--- config.mk ---
export PLATFORM = sky130hd
export DESIGN_NAME = vid_cap
export DESIGN_NICKNAME = d
export VERILOG_FILES = /design/src/rtl/vid_cap_pkg.sv /design/src/rtl/vid_cap.sv
export SDC_FILE = /design/constraint.sdc
export NUM_CORES = 1
export LEC_CHECK = 0
export ABC_AREA = 1
export BUFFER_PORTS_ARGS = -buffer_cell sky130_fd_sc_hd__buf_4
export CORE_UTILIZATION = 35
export CTS_BUF_LIST = sky130_fd_sc_hd__clkbuf_8
export DETAILED_ROUTE_END_ITERATION = 10
export GPL_TIMING_DRIVEN = 0
export HOLD_SLACK_MARGIN = 0.05
export SYNTH_ARGS = -nofsm -noshare
export SYNTH_HDL_FRONTEND = slang
export SYNTH_SLANG_ARGS = --single-unit
--- constraint.sdc ---
create_clock -name i_core_clk -period 2.5 [get_ports i_core_clk]
set_clock_uncertainty 0.05 [all_clocks]
set_input_delay 0.375 -clock i_core_clk [delete_from_list [all_inputs] [get_ports i_core_clk]]
set_output_delay 0.375 -clock i_core_clk [all_outputs]
set_load 0.03 [all_outputs]
--- src/rtl/vid_cap_pkg.sv ---
/*
 constants for the video input capture and vertical scaler setup block.
 assumes one core clock domain; pixel clock and pixel bus arrive from outside.
*/
package vid_cap_pkg;
    localparam int BUS_W = 12;
    localparam int PAR_W = 12;
    localparam logic [11:0] PAR_MAX = 12'hFFF;
    localparam logic [12:0] WEIGHT_HALF = 13'h0800;
    // register byte offsets
    localparam logic [7:0] OFS_CTRL = 8'h00;
    localparam logic [7:0] OFS_VOFS = 8'h04;
    localparam logic [7:0] OFS_VOFSE = 8'h08;
    localparam logic [7:0] OFS_SKIP = 8'h0C;
    localparam logic [7:0] OFS_VINC = 8'h10;
    localparam logic [7:0] OFS_WGTO = 8'h14;
    localparam logic [7:0] OFS_WGTE = 8'h18;
    localparam logic [7:0] OFS_GAIN = 8'h1C;
    localparam logic [7:0] OFS_STAT = 8'h20;
    localparam logic [7:0] OFS_PIX = 8'h24;
    // control bit positions
    localparam int CTL_EDGE = 0;
    localparam int CTL_SLOT = 1;
    localparam int CTL_FMT = 2;
    localparam int CTL_UPSC = 3;
    localparam int CTL_FAST = 4;
    localparam int CTL_FULL = 5;
    localparam int CTL_SETUP = 6;
    localparam int CTL_FILT = 8;
    localparam logic [31:0] CTRL_RST = 32'h0000_0000;
    localparam logic [7:0] GAIN_RST = 8'h80;
    localparam logic [7:0] LUMA_GAIN_SETUP = 8'h76;
    localparam logic [7:0] LUMA_GAIN_NOSETUP = 8'h80;
    localparam logic [7:0] FULL_SCALE_GAIN = 8'h6E;
    typedef enum logic [2:0] {
        CAP_IDLE = 3'b001,
        CAP_HALF = 3'b010,
        CAP_DONE = 3'b100
    } cap_state_t;
endpackage

--- src/rtl/vid_cap.sv ---
/*
 pixel capture on both pixel clock edges plus vertical scaler setup registers.
 assumes a register master on i_core_clk and a pixel clock far slower than it.
*/
// Design decisions made here: the plain strobed port and the placing of the registers.
//
// Contract
// - skip 0 max filtering, 4095 none
// - zero increment means factor one
// - doubling bit halves effective increment
// - filter select ignored while doubling
// - studio levels, optional full swing gain
// - chroma gains free, luma gain predefined
// - separate luma and colour difference gains
// - fast input cells bit resets to 0
// - edge and slot bits order halves
// - 24-bit format bit placement
// - 15-bit format bit placement
`timescale 1ns/1ps
module vid_cap (
    input wire logic i_core_clk,
    input wire logic i_rst_b,
    input wire logic i_ce,
    input wire logic i_pix_clk,
    input wire logic [11:0] i_pix_data,
    input wire logic [7:0] i_addr,
    input wire logic [31:0] i_wdata,
    input wire logic i_wr,
    input wire logic i_rd,
    output logic [31:0] o_rdata,
    output logic [23:0] o_pixel,
    output logic o_pixel_valid,
    output logic o_fast_input_cells,
    output logic [12:0] o_eff_increment,
    output logic o_filter_enable,
    output logic [1:0] o_vertical_filter_select,
    output logic [7:0] o_luma_gain,
    output logic [7:0] o_cb_gain,
    output logic [7:0] o_cr_gain
);
    logic [31:0] ctrl_ff;
    logic [11:0] vertical_input_offset_ff;
    logic [11:0] even_field_vertical_offset_ff;
    logic [11:0] antiflicker_skip_ff;
    logic [11:0] vertical_increment_ff;
    logic [12:0] odd_initial_weight_ff;
    logic [12:0] even_initial_weight_ff;
    logic [7:0] cb_gain_ff;
    logic [7:0] cr_gain_ff;
    logic [7:0] rgb_luma_gain_ff;
    logic [7:0] rgb_cd_gain_ff;
    logic [1:0] pclk_sync_ff;
    logic [11:0] pd_meta_ff;
    logic [11:0] pd_sync_ff;
    logic pclk_prev_ff;
    logic [11:0] first_half_ff;
    logic [23:0] pixel_ff;
    logic valid_ff;
    logic [7:0] pix_count_ff;
    logic weight_zero_err_ff;
    vid_cap_pkg::cap_state_t state_ff;
    vid_cap_pkg::cap_state_t nxt_state;
    logic rise_evt;
    logic fall_evt;
    logic first_evt;
    logic second_evt;
    logic [23:0] nxt_pixel;

    // the packing function is written for a 12-bit bus only
    if (vid_cap_pkg::BUS_W != 12) begin : g_bus_chk
        $error("pixel bus must be 12 bits");
    end

    // register writes
    always_ff @(posedge i_core_clk or negedge i_rst_b) begin
        if (!i_rst_b) begin
            ctrl_ff <= vid_cap_pkg::CTRL_RST;
            vertical_input_offset_ff <= '0;
            even_field_vertical_offset_ff <= '0;
            antiflicker_skip_ff <= '0;
            vertical_increment_ff <= '0;
            odd_initial_weight_ff <= vid_cap_pkg::WEIGHT_HALF;
            even_initial_weight_ff <= vid_cap_pkg::WEIGHT_HALF;
            cb_gain_ff <= vid_cap_pkg::GAIN_RST;
            cr_gain_ff <= vid_cap_pkg::GAIN_RST;
            rgb_luma_gain_ff <= vid_cap_pkg::GAIN_RST;
            rgb_cd_gain_ff <= vid_cap_pkg::GAIN_RST;
        end else if (i_ce && i_wr) begin
            case (i_addr)
                vid_cap_pkg::OFS_CTRL: ctrl_ff <= {22'h0, i_wdata[9:0]};
                vid_cap_pkg::OFS_VOFS: vertical_input_offset_ff <= i_wdata[11:0];
                vid_cap_pkg::OFS_VOFSE: even_field_vertical_offset_ff <= i_wdata[11:0];
                vid_cap_pkg::OFS_SKIP: antiflicker_skip_ff <= i_wdata[11:0];
                vid_cap_pkg::OFS_VINC: vertical_increment_ff <= i_wdata[11:0];
                vid_cap_pkg::OFS_WGTO: odd_initial_weight_ff <= i_wdata[12:0];
                vid_cap_pkg::OFS_WGTE: even_initial_weight_ff <= i_wdata[12:0];
                vid_cap_pkg::OFS_GAIN: begin
                    cb_gain_ff <= i_wdata[7:0];
                    cr_gain_ff <= i_wdata[15:8];
                    rgb_luma_gain_ff <= i_wdata[23:16];
                    rgb_cd_gain_ff <= i_wdata[31:24];
                end
                default: begin
                end
            endcase
        end
    end

    // read data stands only in the cycle after the strobe
    always_ff @(posedge i_core_clk or negedge i_rst_b) begin
        if (!i_rst_b) begin
            o_rdata <= '0;
        end else if (i_ce) begin
            if (i_rd) begin
                case (i_addr)
                    vid_cap_pkg::OFS_CTRL: o_rdata <= ctrl_ff;
                    vid_cap_pkg::OFS_VOFS: o_rdata <= {20'h0, vertical_input_offset_ff};
                    vid_cap_pkg::OFS_VOFSE: o_rdata <= {20'h0, even_field_vertical_offset_ff};
                    vid_cap_pkg::OFS_SKIP: o_rdata <= {20'h0, antiflicker_skip_ff};
                    vid_cap_pkg::OFS_VINC: o_rdata <= {20'h0, vertical_increment_ff};
                    vid_cap_pkg::OFS_WGTO: o_rdata <= {19'h0, odd_initial_weight_ff};
                    vid_cap_pkg::OFS_WGTE: o_rdata <= {19'h0, even_initial_weight_ff};
                    vid_cap_pkg::OFS_GAIN: o_rdata <= {rgb_cd_gain_ff, rgb_luma_gain_ff, cr_gain_ff, cb_gain_ff};
                    vid_cap_pkg::OFS_STAT: o_rdata <= {23'h0, weight_zero_err_ff, state_ff, 5'h0};
                    vid_cap_pkg::OFS_PIX: o_rdata <= {pix_count_ff, pixel_ff};
                    default: o_rdata <= '0;
                endcase
            end else begin
                o_rdata <= '0;
            end
        end
    end

    always_ff @(posedge i_core_clk or negedge i_rst_b) begin
        if (!i_rst_b) begin
            weight_zero_err_ff <= 1'b0;
        end else if (i_ce) begin
            weight_zero_err_ff <= (vertical_increment_ff == 12'h000)
                && (odd_initial_weight_ff == 13'h0000 || even_initial_weight_ff == 13'h0000);
        end
    end

    always_comb begin
        if (vertical_increment_ff == 12'h000) begin
            o_eff_increment = 13'h1000;
        end else if (ctrl_ff[vid_cap_pkg::CTL_UPSC]) begin
            o_eff_increment = {2'b00, vertical_increment_ff[11:1]};
        end else begin
            o_eff_increment = {1'b0, vertical_increment_ff};
        end
    end

    assign o_filter_enable = !ctrl_ff[vid_cap_pkg::CTL_UPSC];
    assign o_vertical_filter_select = ctrl_ff[vid_cap_pkg::CTL_UPSC] ? 2'b00 : ctrl_ff[9:8];
    assign o_fast_input_cells = ctrl_ff[vid_cap_pkg::CTL_FAST];
    always_comb begin
        if (ctrl_ff[vid_cap_pkg::CTL_FULL]) begin
            o_luma_gain = vid_cap_pkg::FULL_SCALE_GAIN;
        end else if (ctrl_ff[vid_cap_pkg::CTL_SETUP]) begin
            o_luma_gain = vid_cap_pkg::LUMA_GAIN_SETUP;
        end else begin
            o_luma_gain = vid_cap_pkg::LUMA_GAIN_NOSETUP;
        end
    end
    assign o_cb_gain = ctrl_ff[vid_cap_pkg::CTL_FULL] ? rgb_cd_gain_ff : cb_gain_ff;
    assign o_cr_gain = ctrl_ff[vid_cap_pkg::CTL_FULL] ? rgb_luma_gain_ff : cr_gain_ff;

    // pin synchronisers; first stage feeds only the second
    always_ff @(posedge i_core_clk or negedge i_rst_b) begin
        if (!i_rst_b) begin
            pclk_sync_ff <= 2'b00;
            pd_meta_ff <= '0;
            pd_sync_ff <= '0;
            pclk_prev_ff <= 1'b0;
        end else if (i_ce) begin
            pclk_sync_ff <= {pclk_sync_ff[0], i_pix_clk};
            pd_meta_ff <= i_pix_data;
            pd_sync_ff <= pd_meta_ff;
            pclk_prev_ff <= pclk_sync_ff[1];
        end
    end

    assign rise_evt = pclk_sync_ff[1] && !pclk_prev_ff;
    assign fall_evt = !pclk_sync_ff[1] && pclk_prev_ff;
    assign first_evt = ctrl_ff[vid_cap_pkg::CTL_EDGE] ? fall_evt : rise_evt;
    assign second_evt = ctrl_ff[vid_cap_pkg::CTL_EDGE] ? rise_evt : fall_evt;

    function automatic logic [23:0] pack_pixel(input logic [11:0] gb, input logic [11:0] rg,
                                               input logic fmt15);
        logic [23:0] p;
        p = '0;
        if (fmt15) begin
            p[23:19] = rg[6:2];
            p[15:11] = {rg[1:0], gb[7:5]};
            p[7:3] = gb[4:0];
        end else begin
            p[23:16] = rg[11:4];
            p[15:8] = {rg[3:0], gb[11:8]};
            p[7:0] = gb[7:0];
        end
        return p;
    endfunction

    assign nxt_pixel = ctrl_ff[vid_cap_pkg::CTL_SLOT]
        ? pack_pixel(pd_sync_ff, first_half_ff, ctrl_ff[vid_cap_pkg::CTL_FMT])
        : pack_pixel(first_half_ff, pd_sync_ff, ctrl_ff[vid_cap_pkg::CTL_FMT]);

    always_comb begin
        nxt_state = state_ff;
        case (state_ff)
            vid_cap_pkg::CAP_IDLE: if (first_evt) nxt_state = vid_cap_pkg::CAP_HALF;
            vid_cap_pkg::CAP_HALF: if (second_evt) nxt_state = vid_cap_pkg::CAP_DONE;
            vid_cap_pkg::CAP_DONE: nxt_state = first_evt ? vid_cap_pkg::CAP_HALF : vid_cap_pkg::CAP_IDLE;
            default: nxt_state = vid_cap_pkg::CAP_IDLE;
        endcase
    end

    always_ff @(posedge i_core_clk or negedge i_rst_b) begin
        if (!i_rst_b) begin
            state_ff <= vid_cap_pkg::CAP_IDLE;
            first_half_ff <= '0;
            pixel_ff <= '0;
            valid_ff <= 1'b0;
            pix_count_ff <= '0;
        end else if (i_ce) begin
            state_ff <= nxt_state;
            valid_ff <= 1'b0;
            if (first_evt) begin
                first_half_ff <= pd_sync_ff;
            end
            if (state_ff == vid_cap_pkg::CAP_HALF && second_evt) begin
                pixel_ff <= nxt_pixel;
                valid_ff <= 1'b1;
                pix_count_ff <= pix_count_ff + 8'h01;
            end
        end
    end

    assign o_pixel = pixel_ff;
    assign o_pixel_valid = valid_ff;
endmodule

==> results of run 1 <==
final timing paths:
kind / from / end / cells after the start
worst max-delay path: ctrl_ff[5] / o_cb_gain[4] / 3
worst max register to register: pclk_sync_ff[1] / o_pixel[20] / 8
min in group asynchronous: i_rst_b / vertical_increment_ff[11] / 3
worst min-delay path: i_wdata[25] / rgb_cd_gain_ff[1] / 3
worst min register to register: pclk_sync_ff[0] / pclk_sync_ff[0] / 2
max in group asynchronous: i_rst_b / o_rdata[20] / 4
logic make-up (layout without fill, tap and decap cells):
kind of cell	Yosys count	count (layout)	share of synthesized area, %
and+or+nand+nor	695	695	27.10
AOI/OAI and AO/OA	243	243	11.86
DFF	224	224	52.07
buffers and inverters	201	457	8.112
xor gates and xnor gates	7	7	0.5687
adders and majority gates	1	1	0.1160
other	1	1	0.03478
muxes	1	1	0.1392
cells in the mapped netlist, drive strengths merged (2+ instances only):
master / count / share of area [%]
nand2: 432 / 15
nor3: 5 / 0.23
a21oi: 42 / 1.9
xor2: 7 / 0.57
buf: 54 / 3.0
nand4: 3 / 0.17
dfrtp: 217 / 50
o21ai: 172 / 8.0
nor2: 111 / 4.3
o22ai: 16 / 0.93
inv: 120 / 4.2
o211ai: 6 / 0.42
nand3: 134 / 6.4
o31ai: 2 / 0.14
dfstp: 7 / 1.7
o311ai: 2 / 0.16
clkbuf: 26 / 0.92
nor4: 8 / 0.46
area by class of cell:
type / instances / area [um2] / share of cell area, %
inverters: 121 / 454.2 / 3.339
clock inverters: 21 / 113.9 / 0.8370
multi-input cells: 948 / 4293 / 31.56
clock buffers: 52 / 715.7 / 5.261
plain buffers: 78 / 414.1 / 3.045
repair buffers: 185 / 1509 / 11.09
flip-flops and latches: 224 / 5615 / 41.28
well taps: 390 / 488.0 / 3.587
state kept, by name (all words and copies together) (netlist names), 10 cells and up:
signal / flops
antiflicker_skip_ff: 12
ctrl_ff: 10
even_field_vertical_offset_ff: 12
even_initial_weight_ff: 13
first_half_ff: 12
o_pixel: 24
o_rdata: 32
odd_initial_weight_ff: 13
pd_meta_ff: 12
pd_sync_ff: 12
vertical_increment_ff: 12
vertical_input_offset_ff: 12
routing by layer:
metal | share of wire, % | vias to the layer above | track usage [%]
li1 | - | 4893 | -
met1 | 46 | 4842 | 33.32
met2 | 44 | 405 | 35.81
met3 | 7.0 | 83 | 4.220
met4 | 3.3 | 0 | 8.689
met5 | 0 | - | 0
power breakdown:
| part | switching (W) | internal, W | total, W |
|---|---|---|---|
| Sequential | 0.000398 | 0.00406 | 0.00445 |
| Combinational | 0.00133 | 0.000699 | 0.00203 |
| Clock | 0.00153 | 0.00196 | 0.00349 |
| Total | 0.00325 | 0.00672 | 0.00997 |
critical path: stages (launching register included):
cell and delay (ns):
dfrtp_2 0.61, clkbuf_1 0.37, a21oi_1 0.19, buf_4 0.20
through the flow:
step	power [W]	utilization (%)	worst slack, ns	cell area (um2)	hold WS [ns]
4_1_cts	0.01004	45.43	0.1173	13610	0.05488
3_3_place_gp	0.006449	41.48	-0.7204	12430	0.4072
6_report	0.009973	45.41	0.1432	13600	0.07679
2_1_floorplan	0.005522	-	0.3107	10780	0.02941
3_5_place_dp	0.006502	41.69	0.3420	12490	0.4135
5_1_grt	0.01045	45.41	0.03483	13600	0.07505
repair_timing:
item                                    4_1_cts  5_1_grt
gates resized for setup                       2        0
endpoints found under the setup margin       20        2
pin swaps                                     0        0
hold buffers                                 29        0
hold endpoints to repair                    144        0
==> results.cfg, run 1 <==
[run_status]
status = completed

[timing]
final_hold_viol_count = 0
setup_tns_ns = 0
slew_violations = 0
min_period_ns = 2.357
max_freq_mhz = 424.3
post-route-period-util_pct = 94.27
rsz0062_at_grt = false
setup_viol = 0
relSlewSlack_pct = 54.27
tightest_slew_ns = 0.6859

[layout]
drive_gt1_share_pct = 18.48
fillers = 3016
diodes = 0
final_common_cell = nand2_1
stdcell_count = 2019
syn_to_final_growth_pct = 26.17
layout.nets = 1658
final_cell_mix = nand2_1 (424), dfrtp_1 (216), buf_4 (164)

[drt]
drt_iter0_markers = 914
wl_um = 36380
drc = 0
final_antenna_net_count = 0
wl_per_cell_um = 18.02
vias_per_cell = 5.063
vias = 10220
first_pass_iters = 5

[clock_network]
cts_htree_levels = 2
cts_root_buffer = clkbuf_8
cts_sinks = 224
path_clk_slew_ns = 0.06
postCtsSetupBuffers = 0
cts_tree = yes
cts_made_buffers = 41
clk_latency_ns = 0.55
clockBufferDepth = 3

[yosys]
netlist-cell-type-count = 40
async_reset_ff_share_pct = 100.0
syn_avg_cell_area_um2 = 7.853
synth_flop_cell = dfrtp_1
syn-num-nets = 1432
synth_cells = 1373
netlist_area_um2 = 10780
synth_enable_flop_cells = 0
ys_ff_latch = 224
yosysWarnings = 0
seq_area_frac_synth_pct = 52.07

[worst_setup_path]
worstPathMaxFanout = 19
worst_setup_path_end_kind = primary output
crit_type = register to primary output
cp.arrival_ns = 1.93
worstPathRequired_ns = 2.08
reg2reg_slack_ns = 0.52
cp-start-kind = register

[die]
core_area_um2 = 29950
dieHeight_um = 177.5
initial_core_util_pct = 35.99
ios = 156
die_w_um = 177.5
num_rows = 63
die-area_um2 = 31510

[placement]
dp_hpwl_um = 26700
dp.cells = 1919
place.gp.congestion = 0.9416
port_buffers = 154

[global_route]
antenna_found_initial = 0
grt_use_total_pct = 23.54
grt_pass1_vias = 9688
grt_pass1_wl_um = 56000
grt_start_max_net_pins = 121
overflow = 0

[worst_hold_path]
min_path_type = input port to register

[power_and_ir_drop]
irDropWorstVdd_mv = 0.3289
p_per_area_nw_per_um2 = 733.1
power.leakage_nw = 7.075

[run]
max_cap_violations = 0
(Power assumes the default switching activity.)
==> run 2, diff against run 1 <==
--- a/config.mk
+++ b/config.mk
@@ -12,6 +12,7 @@
 export DETAILED_ROUTE_END_ITERATION = 10
 export GPL_TIMING_DRIVEN = 0
 export HOLD_SLACK_MARGIN = 0.05
+export RECOVER_POWER = 100
 export SYNTH_ARGS = -nofsm -noshare
 export SYNTH_HDL_FRONTEND = slang
 export SYNTH_SLANG_ARGS = --single-unit
==> run 2 against run 1 <==
Sequential share of layout area is 1.5 points higher. Utilization shrank 1.5 points. Sequential cell count unchanged. Cell area down 3.4%. Count of clock-buffer cells in the layout unchanged. Wire length rose by 0.51%. Fmax decreased by 1.4%. Die area did not move. Clock power about the same. Global-route usage is the same. Critical path depth up 1. Sequential power barely moved. Critical endpoint is now o_cr_gain[7]. Largest power group unchanged.
==> results.cfg, run 2 (synthesized netlist as in run 1, its figures left out) <==
[worst_setup_path]
cp-start-kind = register
cp.arrival_ns = 1.96
worst_setup_path_end_kind = primary output
reg2reg_slack_ns = 0.11
reg2reg_from = pclk_sync_ff[1]
reg2reg_depth = 8
r2r_end = o_pixel[20]
worstPathMaxFanout = 19
crit_type = register to primary output
worstPathRequired_ns = 2.08

[layout]
largest_register_ffs = 32
syn_to_final_growth_pct = 21.88
diodes = 0
layout.nets = 1658
design_area_um2 = 13140
drive_gt1_share_pct = 11.97
final_cell_mix = nand2_1 (430), dfrtp_1 (216), o21ai_0 (166)
final_common_cell = nand2_1
regArea_um2 = 5615
top_register = o_rdata
fillers = 3142
multi_input_area_um2 = 4225

[drt]
wl_met3_um = 2880
vias_per_cell = 5.061
wl_um = 36570
drt_iter0_markers = 970
wl_per_cell_um = 18.11
dr_wl_met2_um = 16060
top_layer_used = met4
first_pass_iters = 5
vias = 10220
wl_met1_um = 16400
final_antenna_net_count = 0
drc = 0

[power_and_ir_drop]
swShare_pct = 33.20
p_sw_w = 0.003243
p_int_w = 0.006525
p_per_area_nw_per_um2 = 743.4
p_comb_share_pct = 18.7
seq_power_share_pct = 45.5
p_clk_share_pct = 35.8
irDropWorstVdd_mv = 0.3266
power.leakage_nw = 6.685

[run]
max_cap_violations = 0

[clock_network]
cts_sinks = 224
cts_made_buffers = 41
clk_latency_ns = 0.55
path_clk_slew_ns = 0.06
cts_tree = yes
cts_root_buffer = clkbuf_8
cts_htree_levels = 2
clockBufferDepth = 3

[die]
core_area_um2 = 29950
dieHeight_um = 177.5
ios = 156
num_rows = 63
die_w_um = 177.5
initial_core_util_pct = 35.99
die-area_um2 = 31510

[global_route]
antenna_found_initial = 0
overflow = 0
grt_pass1_wl_um = 56000
grt_use_total_pct = 23.54
grt_pass1_vias = 9688
grt_start_max_net_pins = 121

[placement]
dp_hpwl_um = 26700
dpl_cell_area_um2 = 12490
place.gp.congestion = 0.9416
port_buffers = 154

[timing]
min_period_ns = 2.390
setup_viol = 0
rsz0062_at_grt = false
tightest_slew_ns = 1.004
post-route-period-util_pct = 95.59
final_hold_viol_count = 0
relSlewSlack_pct = 33.05
max_freq_mhz = 418.4
slew_violations = 0
setup_tns_ns = 0

[worst_hold_path]
worstHoldEndpoint = rgb_cd_gain_ff[1]
min_from = i_wdata[25]
min_path_type = input port to register
min_delay_path_depth = 3

[run_status]
status = completed
==> run 2: cell count changes in the layout (fill, tap and decap cells not counted), moves of 6 or more <==
| cell | before | now |
|---|---|---|
| o21ai_0 | 140 | 166 |
| nand2_1 | 424 | 430 |
| buf_4 | 164 | 65 |
| clkbuf_2 | 2 | 30 |
| buf_2 | 32 | 16 |
| o21ai_1 | 31 | 6 |
| clkbuf_1 | 22 | 111 |
==> run 2: timing repair <==
action	4_1_cts	5_1_grt
endpoints found under the setup margin	20	2
resized for setup	2	0
gates cloned	0	0
endpoints found under the hold margin	144	0
setup buffers	0	0
hold buffers	29	0
==> run 2: worst max-delay path by stage <==
stage | startpoint | to | slack, ns
2_1_floorplan | ctrl_ff[5] | o_luma_gain[2] | 0.31
3_3_place_gp | i_rst_b | o_rdata[22] | -0.72
3_5_place_dp | i_ce | o_rdata[0] | 0.34
4_1_cts | ctrl_ff[5] | o_luma_gain[5] | 0.12
5_1_grt | ctrl_ff[5] | o_cr_gain[6] | 0.03
6_report | ctrl_ff[5] | o_cr_gain[7] | 0.11
==> run 2: per-stage QoR <==
| stage | total power (W) | hold slack (ns) | worst slack, ns | instances | util [%] |
|---|---|---|---|---|---|
| 2_1_floorplan | 0.005522 | 0.02941 | 0.3107 | 1373 | - |
| 3_3_place_gp | 0.006449 | 0.4072 | -0.7204 | 1917 | 41.48 |
| 3_5_place_dp | 0.006502 | 0.4135 | 0.3420 | 1919 | 41.69 |
| 4_1_cts | 0.01004 | 0.05488 | 0.1173 | 2020 | 45.43 |
| 5_1_grt | 0.01024 | 0.07505 | 0.02820 | 2019 | 43.87 |
| 6_report | 0.009768 | 0.07716 | 0.1101 | 2019 | 43.87 |
==> run 2: routing by layer <==
metal	vias to the layer above	track usage, %
met5	-	0
met1	4842	33.32
met3	81	4.220
li1	4884	-
met2	411	35.81
met4	0	8.689
==> run 2: layout make-up <==
cell class                 count  area share [%]
clock buffer                  52           5.447
sequential                   224           42.73
inverter                     121           3.456
timing repair buffer         185           8.741
clock inverter                21          0.8665
multi-input combinational    948           32.16
buffer                        78           2.885
tap                          390           3.714
==> run 2: power groups by stage <==
stage,clock [W],sequential (W),combinational (W)
after floorplan,0,0.00474,0.000781
after global placement,0,0.00450,0.00195
after detailed placement,0,0.00451,0.00200
after CTS,0.00356,0.00445,0.00204
after global routing,0.00374,0.00448,0.00203
final,0.00350,0.00444,0.00182
==> run 2: critical path, cell delays in order (launching register included) <==
cell	delay, ns
dfrtp_2	0.61
clkbuf_2	0.35
nand2_1	0.08
o21ai_0	0.12
clkbuf_2	0.26
